### src/logic/stfm_pkg.sv
// Shared constants for the terminal function mapper
`default_nettype none
package stfm_pkg;

    // Register byte offsets
    localparam logic [7:0] DI_CFG_BASE   = 8'h00;  // Eight input words, 0x00..0x1C
    localparam logic [7:0] DO_CFG_BASE   = 8'h20;  // Five output words, 0x20..0x30
    localparam logic [7:0] RESTART_OFS   = 8'h40;  // Write bit 0 to apply staged config
    localparam logic [7:0] DI_STATE_OFS  = 8'h44;  // Sensed input levels (read only)
    localparam logic [7:0] DO_STATE_OFS  = 8'h48;  // Output terminal levels (read only)
    localparam logic [7:0] EVENT_CNT_OFS = 8'h4C;  // Edge event counters (read only)

    // Input word fields: code in [5:0], contact sense in bit 8
    localparam int          DI_CODE_W  = 6;
    localparam int          DI_SENSE_B = 8;   // 1 = normally closed
    // Output word fields: code in [4:0], contact type in bit 8
    localparam int          DO_CODE_W  = 5;
    localparam int          DO_TYPE_B  = 8;   // 0 = normally closed, 1 = normally open

    localparam int          NUM_DI = 8;
    localparam int          NUM_DO = 5;       // Four general plus the alarm output

    // Reset values of the staged configuration
    localparam logic [8:0]  DI_CFG_RST = 9'h000;
    localparam logic [8:0]  DO_CFG_RST = 9'h100;
    localparam logic [8:0]  ALARM_TERM_CFG_RST = 9'h106; // Alarm terminal reports faults

    // Input function codes
    localparam logic [5:0]  FI_ALARM_RESET  = 6'h01;
    localparam logic [5:0]  FI_DEV_CLEAR    = 6'h0A;
    localparam logic [5:0]  FI_PULSE_INHIB  = 6'h0B;
    localparam logic [5:0]  FI_ESTOP        = 6'h0C;
    localparam logic [5:0]  FI_REV_INHIB    = 6'h0D;
    localparam logic [5:0]  FI_FWD_INHIB    = 6'h0E;
    localparam logic [5:0]  FI_ORIGIN       = 6'h16;
    localparam logic [5:0]  FI_JOG_FWD      = 6'h1A;
    localparam logic [5:0]  FI_JOG_REV      = 6'h1B;

    // Output function codes
    localparam logic [4:0]  FO_READY        = 5'h00;
    localparam logic [4:0]  FO_SERVO_ON     = 5'h01;
    localparam logic [4:0]  FO_ROTATION     = 5'h02;
    localparam logic [4:0]  FO_SPEED_REACH  = 5'h03;
    localparam logic [4:0]  FO_POS_REACH    = 5'h04;
    localparam logic [4:0]  FO_TORQUE_LIM   = 5'h05;
    localparam logic [4:0]  FO_FAULT        = 5'h06;
    localparam logic [4:0]  FO_BRAKE        = 5'h07;
    localparam logic [4:0]  FO_OVERLOAD     = 5'h08;
    localparam logic [4:0]  FO_SPEED_LIM    = 5'h09;
    localparam logic [4:0]  FO_DEV_WARN     = 5'h0B;
    localparam logic [4:0]  FO_HOME_DONE    = 5'h0C;
    localparam logic [4:0]  FO_DYN_BRAKE    = 5'h10;

    // AXI responses
    localparam logic [1:0]  RESP_OKAY   = 2'b00;
    localparam logic [1:0]  RESP_SLVERR = 2'b10;

endpackage
`default_nettype wire

### src/logic/stfm_top.sv
`timescale 1ns/1ps
`default_nettype none

module stfm_top (
    input  wire logic        aclk,             // 50 MHz system clock
    input  wire logic        aresetn,          // Synchronous reset, active low
    // AXI4-Lite slave
    input  wire logic [7:0]  s_axi_awaddr,     // Write address
    input  wire logic        s_axi_awvalid,    // Write address valid
    output logic             s_axi_awready,    // Write address ready
    input  wire logic [31:0] s_axi_wdata,      // Write data
    input  wire logic [3:0]  s_axi_wstrb,      // Write byte strobes
    input  wire logic        s_axi_wvalid,     // Write data valid
    output logic             s_axi_wready,     // Write data ready
    output logic [1:0]       s_axi_bresp,      // Write response
    output logic             s_axi_bvalid,     // Write response valid
    input  wire logic        s_axi_bready,     // Write response ready
    input  wire logic [7:0]  s_axi_araddr,     // Read address
    input  wire logic        s_axi_arvalid,    // Read address valid
    output logic             s_axi_arready,    // Read address ready
    output logic [31:0]      s_axi_rdata,      // Read data
    output logic [1:0]       s_axi_rresp,      // Read response
    output logic             s_axi_rvalid,     // Read data valid
    input  wire logic        s_axi_rready,     // Read data ready
    // Terminals
    input  wire logic [7:0]  di_pin,           // Raw input terminals DI1..DI8
    output logic [4:0]       do_pin,           // DO1..DO4 in [3:0], alarm terminal in [4]
    // Drive state
    input  wire logic        position_mode,    // Drive is in position mode
    input  wire logic        drive_ready,      // Drive ready to run
    input  wire logic        fault_active,     // Fault condition detected
    input  wire logic        servo_on,         // Motor energised
    input  wire logic        speed_above_rot,  // Speed above rotation threshold
    input  wire logic        speed_at_target,  // Target speed reached
    input  wire logic        position_done,    // Position move complete
    input  wire logic        torque_limiting,  // Torque being limited
    input  wire logic        brake_release,    // Holding brake actuation request
    input  wire logic        overload_warn,    // Overload pre-alarm
    input  wire logic        speed_limiting,   // Speed being limited
    input  wire logic        deviation_warn,   // Deviation too large
    input  wire logic        homing_done,      // Homing complete
    input  wire logic        dyn_brake_valid,  // Dynamic brake valid
    // Function outputs
    output logic             alarm_reset_in,     // One-cycle alarm reset pulse
    output logic             deviation_clear_in, // One-cycle deviation clear pulse
    output logic             pulse_inhibit_in,   // Command pulses ignored
    output logic             emergency_stop_in,  // Emergency stop level
    output logic             reverse_inhibit_in, // Reverse motion prohibited
    output logic             forward_inhibit_in, // Forward motion prohibited
    output logic             origin_marker_in,   // One-cycle origin marker pulse
    output logic             jog_forward_in,     // Jog forward held
    output logic             jog_reverse_in      // Jog reverse held
);

    // Design notes for the next maintainer
    //
    // Two configuration copies are kept. Software writes only the staged copy,
    // so a half-written map can never steer a live terminal. A write of one to
    // bit 0 of the restart word copies both staged banks into the live banks in
    // a single cycle, which stands in for the drive restart.
    //
    // Terminal pins are asynchronous to aclk. They pass two flops before the
    // contact sense is applied, so a pin changing near a clock edge can at worst delay an edge
    // by a cycle; it never hands a metastable value to the function logic.
    //
    // Contact sense is applied before edge detection. A normally closed input
    // therefore fires its edge when the contact opens, which is what a safety
    // chain wired in series expects.
    //
    // Limitation: changing the sense of a terminal on restart may look like an
    // edge to the detector, because the previous active level was judged with
    // the old sense. Software should restart with edge terminals at rest.
    //
    // Several terminals may carry the same function. Their results are ORed,
    // so any one of two series stop switches can raise the inhibit.
    //
    // Reserved codes fall to the default branch of each decoder: inputs are
    // then ignored and outputs hold their inactive level, inverted only by a
    // normally closed contact type.
    //
    // The function outputs and terminal levels are registered, so every
    // response lags its cause by one cycle after the synchronisers.

    typedef enum {ST_IDLE, ST_BRESP} stfm_wr_state_t;

    typedef struct packed {
        logic [7:0][8:0]   di_stage;   // Staged input config, sense + code
        logic [7:0][8:0]   di_live;    // Live input config
        logic [4:0][8:0]   do_stage;   // Staged output config, type + code
        logic [4:0][8:0]   do_live;    // Live output config
        logic [7:0]        sync1;      // First synchroniser stage
        logic [7:0]        sync2;      // Second synchroniser stage
        logic [7:0]        act_prev;   // Active levels last cycle
        logic [4:0]        dout;       // Output terminal levels
        logic [8:0]        fn;         // Function outputs
        logic [7:0]        cnt_alm;    // Alarm reset edges seen
        logic [7:0]        cnt_clr;    // Deviation clear edges seen
        logic [7:0]        cnt_org;    // Origin edges seen
        stfm_wr_state_t    wst;        // Write channel state
        logic              aw_got;     // Write address held
        logic              w_got;      // Write data held
        logic [7:0]        awaddr;     // Held write address
        logic [31:0]       wdata;      // Held write data
        logic [3:0]        wstrb;      // Held strobes
        logic [1:0]        bresp;      // Write response code
        logic              rvalid;     // Read data pending
        logic [31:0]       rdata;      // Read data
        logic [1:0]        rresp;      // Read response code
    } stfm_state_t;

    stfm_state_t s_q;
    stfm_state_t s_d;

    logic [7:0] act;      // Sensed active levels after contact sense
    logic [7:0] rise;     // Active edges
    logic [8:0] fn_nxt;   // Next function outputs
    logic [4:0] do_nxt;   // Next output terminal levels
    logic [5:0] di_code;
    logic [4:0] do_code;
    logic       stat;
    logic [7:0] wa;
    logic [7:0] ra;
    logic [31:0] rd;
    logic       rok;

    // Main next-state logic
    always_comb begin
        s_d     = s_q;
        act     = '0;
        rise    = '0;
        fn_nxt  = '0;
        do_nxt  = '0;
        di_code = '0;
        do_code = '0;
        stat    = 1'b0;
        wa      = '0;
        ra      = '0;
        rd      = '0;
        rok     = 1'b0;

        // Two flops before any logic reads the pins
        s_d.sync1 = di_pin;
        s_d.sync2 = s_q.sync1;

        // contact sense: normally closed contacts are active when open
        for (int i = 0; i < stfm_pkg::NUM_DI; i++) begin
            act[i] = s_q.sync2[i] ^ s_q.di_live[i][stfm_pkg::DI_SENSE_B];
        end
        rise       = act & ~s_q.act_prev;
        s_d.act_prev = act;

        // Several inputs may share a function; they are ORed together
        // each terminal routed by its own live code
        for (int i = 0; i < stfm_pkg::NUM_DI; i++) begin
            di_code = s_q.di_live[i][stfm_pkg::DI_CODE_W-1:0];
            case (di_code)
                stfm_pkg::FI_ALARM_RESET: fn_nxt[0] = fn_nxt[0] | rise[i];
                stfm_pkg::FI_DEV_CLEAR:   fn_nxt[1] = fn_nxt[1] | (rise[i] & position_mode);
                stfm_pkg::FI_PULSE_INHIB: fn_nxt[2] = fn_nxt[2] | (act[i] & position_mode);
                stfm_pkg::FI_ESTOP:       fn_nxt[3] = fn_nxt[3] | act[i];
                stfm_pkg::FI_REV_INHIB:   fn_nxt[4] = fn_nxt[4] | act[i];
                stfm_pkg::FI_FWD_INHIB:   fn_nxt[5] = fn_nxt[5] | act[i];
                stfm_pkg::FI_ORIGIN:      fn_nxt[6] = fn_nxt[6] | rise[i];
                stfm_pkg::FI_JOG_FWD:     fn_nxt[7] = fn_nxt[7] | act[i];
                stfm_pkg::FI_JOG_REV:     fn_nxt[8] = fn_nxt[8] | act[i];
                default: ;
            endcase
        end
        s_d.fn = fn_nxt;


        // Edge counters let software see that events fired
        // Counters wrap at 255; software must read them often enough
        if (fn_nxt[0]) s_d.cnt_alm = s_q.cnt_alm + 8'h01;
        if (fn_nxt[1]) s_d.cnt_clr = s_q.cnt_clr + 8'h01;
        if (fn_nxt[6]) s_d.cnt_org = s_q.cnt_org + 8'h01;

        // each output selects its status by its live code
        for (int j = 0; j < stfm_pkg::NUM_DO; j++) begin
            do_code = s_q.do_live[j][stfm_pkg::DO_CODE_W-1:0];
            case (do_code)
                stfm_pkg::FO_READY:       stat = drive_ready & ~fault_active;
                stfm_pkg::FO_SERVO_ON:    stat = servo_on;
                stfm_pkg::FO_ROTATION:    stat = speed_above_rot;
                stfm_pkg::FO_SPEED_REACH: stat = speed_at_target;
                stfm_pkg::FO_POS_REACH:   stat = position_done;
                stfm_pkg::FO_TORQUE_LIM:  stat = torque_limiting;
                stfm_pkg::FO_FAULT:       stat = fault_active;
                stfm_pkg::FO_BRAKE:       stat = brake_release;
                stfm_pkg::FO_OVERLOAD:    stat = overload_warn;
                stfm_pkg::FO_SPEED_LIM:   stat = speed_limiting;
                stfm_pkg::FO_DEV_WARN:    stat = deviation_warn;
                stfm_pkg::FO_HOME_DONE:   stat = homing_done;
                stfm_pkg::FO_DYN_BRAKE:   stat = dyn_brake_valid;
                default:                  stat = 1'b0;
            endcase
            // type 1 passes the status, type 0 inverts it
            do_nxt[j] = s_q.do_live[j][stfm_pkg::DO_TYPE_B] ? stat : ~stat;
        end
        s_d.dout = do_nxt;


        // Write channel: address and data taken in either order
        // The response code is computed while both halves are held, so bresp
        // is already stable on the cycle bvalid rises. Unaligned or unmapped
        // addresses give a slave error and change nothing.
        if (s_q.wst == ST_IDLE) begin
            if (s_axi_awvalid && !s_q.aw_got) begin
                s_d.aw_got = 1'b1;
                s_d.awaddr = s_axi_awaddr;
            end
            if (s_axi_wvalid && !s_q.w_got) begin
                s_d.w_got = 1'b1;
                s_d.wdata = s_axi_wdata;
                s_d.wstrb = s_axi_wstrb;
            end
            if (s_q.aw_got && s_q.w_got) begin
                wa        = s_q.awaddr;
                s_d.bresp = stfm_pkg::RESP_OKAY;
                // writes only touch the staged copy
                if (wa[1:0] == 2'b00 && wa < stfm_pkg::DO_CFG_BASE) begin
                    if (s_q.wstrb[0]) s_d.di_stage[wa[4:2]][7:0] = s_q.wdata[7:0];
                    if (s_q.wstrb[1]) s_d.di_stage[wa[4:2]][8] = s_q.wdata[8];
                end else if (wa[1:0] == 2'b00 && wa >= stfm_pkg::DO_CFG_BASE
                             && wa <= stfm_pkg::DO_CFG_BASE + 8'h10) begin
                    if (s_q.wstrb[0]) s_d.do_stage[3'(wa[4:2])][7:0] = s_q.wdata[7:0];
                    if (s_q.wstrb[1]) s_d.do_stage[3'(wa[4:2])][8] = s_q.wdata[8];
                end else if (wa == stfm_pkg::RESTART_OFS) begin
                    // restart command makes staged config live
                    if (s_q.wstrb[0] && s_q.wdata[0]) begin
                        s_d.di_live = s_q.di_stage;
                        s_d.do_live = s_q.do_stage;
                    end
                end else if (wa != stfm_pkg::DI_STATE_OFS && wa != stfm_pkg::DO_STATE_OFS
                             && wa != stfm_pkg::EVENT_CNT_OFS) begin
                    s_d.bresp = stfm_pkg::RESP_SLVERR;
                end
                s_d.aw_got = 1'b0;
                s_d.w_got  = 1'b0;
                s_d.wst    = ST_BRESP;
            end
        end else if (s_q.wst == ST_BRESP) begin
            if (s_axi_bready) s_d.wst = ST_IDLE;
        end else begin
            s_d.wst = ST_IDLE;
        end


        // Read channel: one cycle from address to data
        // Reads of the configuration words return the staged copy, so software
        // can verify a map before it restarts. The read-only status words show
        // live values. Out-of-range reads return zero with a slave error.
        if (s_q.rvalid) begin
            if (s_axi_rready) s_d.rvalid = 1'b0;
        end else if (s_axi_arvalid) begin
            ra  = s_axi_araddr;
            rok = (ra[1:0] == 2'b00);
            if (ra < stfm_pkg::DO_CFG_BASE) begin
                rd = {23'h000000, s_q.di_stage[ra[4:2]]};
            end else if (ra <= stfm_pkg::DO_CFG_BASE + 8'h10) begin
                rd = {23'h000000, s_q.do_stage[3'(ra[4:2])]};
            end else if (ra == stfm_pkg::RESTART_OFS) begin
                rd = '0;
            end else if (ra == stfm_pkg::DI_STATE_OFS) begin
                rd = {24'h000000, act};
            end else if (ra == stfm_pkg::DO_STATE_OFS) begin
                rd = {27'h0000000, s_q.dout};
            end else if (ra == stfm_pkg::EVENT_CNT_OFS) begin
                rd = {8'h00, s_q.cnt_org, s_q.cnt_clr, s_q.cnt_alm};
            end else begin
                rok = 1'b0;
            end
            s_d.rvalid = 1'b1;
            s_d.rdata  = rok ? rd : 32'h00000000;
            s_d.rresp  = rok ? stfm_pkg::RESP_OKAY : stfm_pkg::RESP_SLVERR;
        end
    end

    // State register with synchronous reset
    // The alarm terminal alone starts on the fault code so that a fresh
    // drive reports faults before any setup.
    always_ff @(posedge aclk) begin
        if (!aresetn) begin
            s_q          <= '0;
            s_q.wst      <= ST_IDLE;
            for (int i = 0; i < stfm_pkg::NUM_DI; i++) begin
                s_q.di_stage[i] <= stfm_pkg::DI_CFG_RST;
                s_q.di_live[i]  <= stfm_pkg::DI_CFG_RST;
            end
            for (int j = 0; j < stfm_pkg::NUM_DO - 1; j++) begin
                s_q.do_stage[j] <= stfm_pkg::DO_CFG_RST;
                s_q.do_live[j]  <= stfm_pkg::DO_CFG_RST;
            end
            s_q.do_stage[4] <= stfm_pkg::ALARM_TERM_CFG_RST;
            s_q.do_live[4]  <= stfm_pkg::ALARM_TERM_CFG_RST;
        end else begin
            s_q <= s_d;
        end
    end

    // Handshake outputs; ready only while idle so one write at a time
    assign s_axi_awready = (s_q.wst == ST_IDLE) && !s_q.aw_got;
    assign s_axi_wready  = (s_q.wst == ST_IDLE) && !s_q.w_got;
    assign s_axi_bvalid  = (s_q.wst == ST_BRESP);
    assign s_axi_bresp   = s_q.bresp;
    assign s_axi_arready = !s_q.rvalid;
    assign s_axi_rvalid  = s_q.rvalid;
    assign s_axi_rdata   = s_q.rdata;
    assign s_axi_rresp   = s_q.rresp;

    // Registered terminal and function outputs
    assign do_pin             = s_q.dout;
    assign alarm_reset_in     = s_q.fn[0];
    assign deviation_clear_in = s_q.fn[1];
    assign pulse_inhibit_in   = s_q.fn[2];
    assign emergency_stop_in  = s_q.fn[3];
    assign reverse_inhibit_in = s_q.fn[4];
    assign forward_inhibit_in = s_q.fn[5];
    assign origin_marker_in   = s_q.fn[6];
    assign jog_forward_in     = s_q.fn[7];
    assign jog_reverse_in     = s_q.fn[8];

endmodule

`default_nettype wire

### config.mk
export PLATFORM = sky130hd
export DESIGN_NAME = stfm_top
export DESIGN_NICKNAME = d
export VERILOG_FILES = /design/src/logic/stfm_pkg.sv /design/src/logic/stfm_top.sv
export SDC_FILE = /design/constraint.sdc
export NUM_CORES = 1
export LEC_CHECK = 0
export ABC_CLOCK_PERIOD_IN_PS = 2900
export BUFFER_PORTS_ARGS = -buffer_cell sky130_fd_sc_hd__buf_2
export CAP_MARGIN = 25
export CORE_ASPECT_RATIO = 1.5
export CORE_MARGIN = 5
export CORE_UTILIZATION = 60
export DETAILED_ROUTE_END_ITERATION = 6
export MAX_ROUTING_LAYER = met4
export PLACE_DENSITY = 0.9
export SYNTH_ARGS = -nofsm -noshare
export SYNTH_HDL_FRONTEND = slang
export SYNTH_SLANG_ARGS = --single-unit
### constraint.sdc
create_clock -name aclk -period 2.9 [get_ports aclk]
set_input_delay 0.435 -clock aclk [delete_from_list [all_inputs] [get_ports aclk]]
set_output_delay 0.435 -clock aclk [all_outputs]
set_load 0.02 [all_outputs]
==> results.py <==
metrics = {
    "outcome": {
        "outcome": "finished, final reports clean",
    },
    "power_and_ir_drop": {
        "ir_drop_mv": 0.4826,
        "p_seq_frac": 0.497,
        "p_sw_frac": 0.2285,
        "leakage_nw": 5.563,
        "internal-power_mw": 6.860,
        "p_comb_frac": 0.051,
        "powerDensity_nw_per_um2": 549.9,
        "power_switching_mw": 2.032,
        "clock_power_share": 0.451,
    },
    "timing": {
        "period_needed_ps": 2540,
        "hold_viol_final": 0,
        "skew_ps": 20.93,
        "fmax_mhz": 393.7,
        "drv_slew": 0,
        "tightestPinTransition_ps": 922.2,
        "relSlewSlack": 0.3831,
        "rsz0062_at_grt": "false",
        "setup_viol": 0,
        "timing.final.crit_share": 0.8758,
        "fin_setup_tns_ps": 0,
    },
    "routing": {
        "drcViolationCount": 0,
        "ant_nets": 0,
        "drtPass1Iterations": 6,
        "drt_iter0_drc": 1860,
        "drt_wl_total_mm": 41.60,
        "wire_per_inst_um": 19.10,
        "via_per_inst": 6.288,
        "vias": 13695,
    },
    "layout": {
        "layout.nets": 1916,
        "final_cell_area_um2": 16170,
        "instances_no_fill": 2178,
        "diodes": 0,
        "syn2layout_area_growth_pct": 9.516,
        "fillers": 1919,
        "final_util": 0.6642,
        "drive_gt1_frac": 0.1246,
    },
    "place": {
        "io_buffers": 100,
        "dp_cells": 2125,
        "dpl.hpwl_mm": 28.78,
        "finalWeightedCongestion": 1.014,
        "placed_area_um2": 15170,
    },
    "critical_path": {
        "critical_path.top_delay_family": "simple AND/OR/NAND/NOR gates",
        "crit_fanout": 8,
        "r2r_setup_slack_ps": 360,
        "cp_data_arrival_time_ps": 3020,
        "critPathBufInv": 0,
        "startpoint_type": "flip-flop",
        "crit_slowest_cell": "xor2_1",
        "worst_r2r_path_depth": 5,
        "slowest_delay_ps": 730,
        "end_kind": "flip-flop",
        "reg2reg_to": "s_q[136]",
        "reg2reg_from": "s_q[311]",
        "cp_cell_sequence": "xor2_1 -> nand4_1 -> and4_1 -> a211oi_1 -> mux2i_1",
        "crit_type": "flip-flop to flip-flop",
        "crit_required_ps": 3380,
    },
    "floorplan": {
        "die_w_um": 138.1,
        "dieArea_um2": 27910,
        "initial_utilization": 0.6065,
        "core_um2": 24350,
        "design.portCount": 136,
        "fp.dieH_um": 202.1,
        "std_cell_rows": 70,
    },
    "clocking": {
        "post_cts_buffers": 0,
        "clock_latency_ps": 560,
        "cts_buffer_depth": 3,
        "ctsHoldBuffers": 0,
        "clk_pin_slew_worst_paths_ps": 60,
        "htreeDepth": 1,
        "cts_resized": 0,
        "numCtsBuffers": 29,
        "cts-root-buf": "clkbuf_16",
        "clock_sinks": 314,
        "tritoncts": "done",
    },
    "global_route": {
        "grt_usage": 0.2950,
        "grt_pass1_wl_mm": 66.55,
        "grt_pass1_vias": 13026,
        "grt_overflow": 0,
        "grt_max_degree": 109,
        "antenna_found_initial": 0,
    },
    "synthesis": {
        "synth_fa_ha_area_frac": 0.002542,
        "synth_most_common_cell": "nand2_1",
        "yosysUniqueCellTypes": 70,
        "syn_avg_cell_area_um2": 8.091,
        "synth_edf_count": 0,
        "postSynthCellCount": 1825,
        "ys_top_cells_by_area": "dfxtp_1, nand2_1, a21oi_1, mux4_2, o21ai_0",
        "ys_ff_latch": 314,
        "muxShareOfSynthArea": 0.07888,
        "synth_top_area_share": 0.4257,
        "synth_top_area_cell": "dfxtp_1",
        "synth_compound_area_frac": 0.1613,
        "synthFlopType": "dfxtp_1",
        "yosys-top-cells-count": "nand2_1, dfxtp_1, a21oi_1, clkbuf_1, o21ai_0",
        "yosysWarningCount": 0,
        "synth_top_family_by_area": "simple AND/OR/NAND/NOR gates",
        "yosys.area_share.simple": 0.2702,
        "synthesis.area_um2": 14770,
        "async_flop_share": 0,
        "synth_xor_area_frac": 0.005338,
        "ys_seq_area_frac": 0.4257,
    },
    "worst_hold_path": {
        "min_path_cells": 2,
        "hold_start": "s_axi_rready",
        "hold_path_class": "primary input to flip-flop",
        "hold_end": "s_axi_rvalid",
    },
    "job": {
        "cap_violations": 0,
    },
}
layout make-up:
type | count | area, um2 | share of cell area
Timing Repair Buffer | 124 | 718.2 | 0.04441
Clock buffer | 44 | 842.1 | 0.05207
Clock inverter | 9 | 157.7 | 0.009749
Multi-Input combinational cell | 1347 | 7697 | 0.4760
Sequential cell | 314 | 6286 | 0.3887
Tap cell | 324 | 405.4 | 0.02507
Inverter | 16 | 65.06 | 0.004023
cell families after synthesis:
kind of cell | after synthesis
fa+ha+maj | 3
compound gates | 422
other cells | 1
simple gates | 821
flops | 314
mux | 82
xor+xnor | 9
buf+inv | 173
power by group through the flow:
| stage | Combinational, mW | Clock [mW] | Sequential [mW] |
|---|---|---|---|
| 2_1_floorplan | 0.336 | 0 | 4.47 |
| 3_3_place_gp | 0.438 | 0 | 4.51 |
| 3_5_place_dp | 0.449 | 0 | 4.52 |
| 4_1_cts | 0.451 | 4.05 | 4.42 |
| 5_1_grt | 0.497 | 4.21 | 4.42 |
| 6_report | 0.457 | 4.01 | 4.42 |
metrics by stage:
stage / total power, mW / setup WS (ps) / hold slack (ps)
floorplan: 4.809 / 777.6 / 411.9
global placement: 4.951 / 544.8 / 417.4
detailed placement: 4.964 / 429.2 / 420.8
CTS: 8.914 / 426.4 / 62.12
global route: 9.130 / 146.8 / 75.58
finish: 8.892 / 360.2 / 69.48
layer usage:
metal | vias to the layer above | global-route usage | routed length [um]
li1 | 6367 | - | -
met4 | 0 | 0.1776 | 2811
met5 | - | - | 0
met1 | 6406 | 0.3565 | 15770
met3 | 179 | 0.03503 | 3226
met2 | 743 | 0.4738 | 19800
layout by cell type, fill, tap and decap left out, types with 7 or more instances in the layout:
cell type,Yosys,final
o211ai_1,7,7
clkbuf_16,0,29
buf_4,41,21
mux2i_1,41,41
nor3_1,23,23
a22oi_1,17,17
nor2_1,73,73
nor4b_1,9,9
and4_1,9,9
nor2b_1,18,18
a21oi_1,244,244
conb_1,1,10
nand2b_1,45,45
a211oi_1,8,8
nor4_1,7,7
clkbuf_1,101,9
a31oi_1,11,11
dfxtp_1,314,314
and2_1,27,27
inv_1,15,15
buf_2,10,100
mux4_2,26,26
nor3b_1,7,7
nor4bb_1,13,13
o311ai_0,8,8
nand3b_1,22,22
nand4_1,40,40
o21ai_0,83,83
nand3_1,30,29
or2_2,7,7
nand4b_1,12,12
mux2_2,15,15
o22ai_1,9,9
xor2_1,8,8
nand2_1,446,446
worst max path at each step:
stage                                 to            start  slack, ps  cells past startpoint
after global placement          s_q[136]         s_q[311]        540                      5
after global routing            s_q[369]          s_q[73]        150                      5
after detailed placement        s_q[357]          s_q[73]        430                      5
after CTS                       s_q[357]          s_q[73]        430                      5
after floorplan           s_axi_rdata[1]  s_axi_araddr[2]        780                      6
final                           s_q[136]         s_q[311]        360                      5
registers in the layout (all words and copies together), names as in the netlist, 5 cells and up:
signal       count
s_axi_rdata     24
do_pin           5
s_d              8
di_code          6
s_q            254
do_code          5
Note: power is estimated with default switching activity, not from simulation.
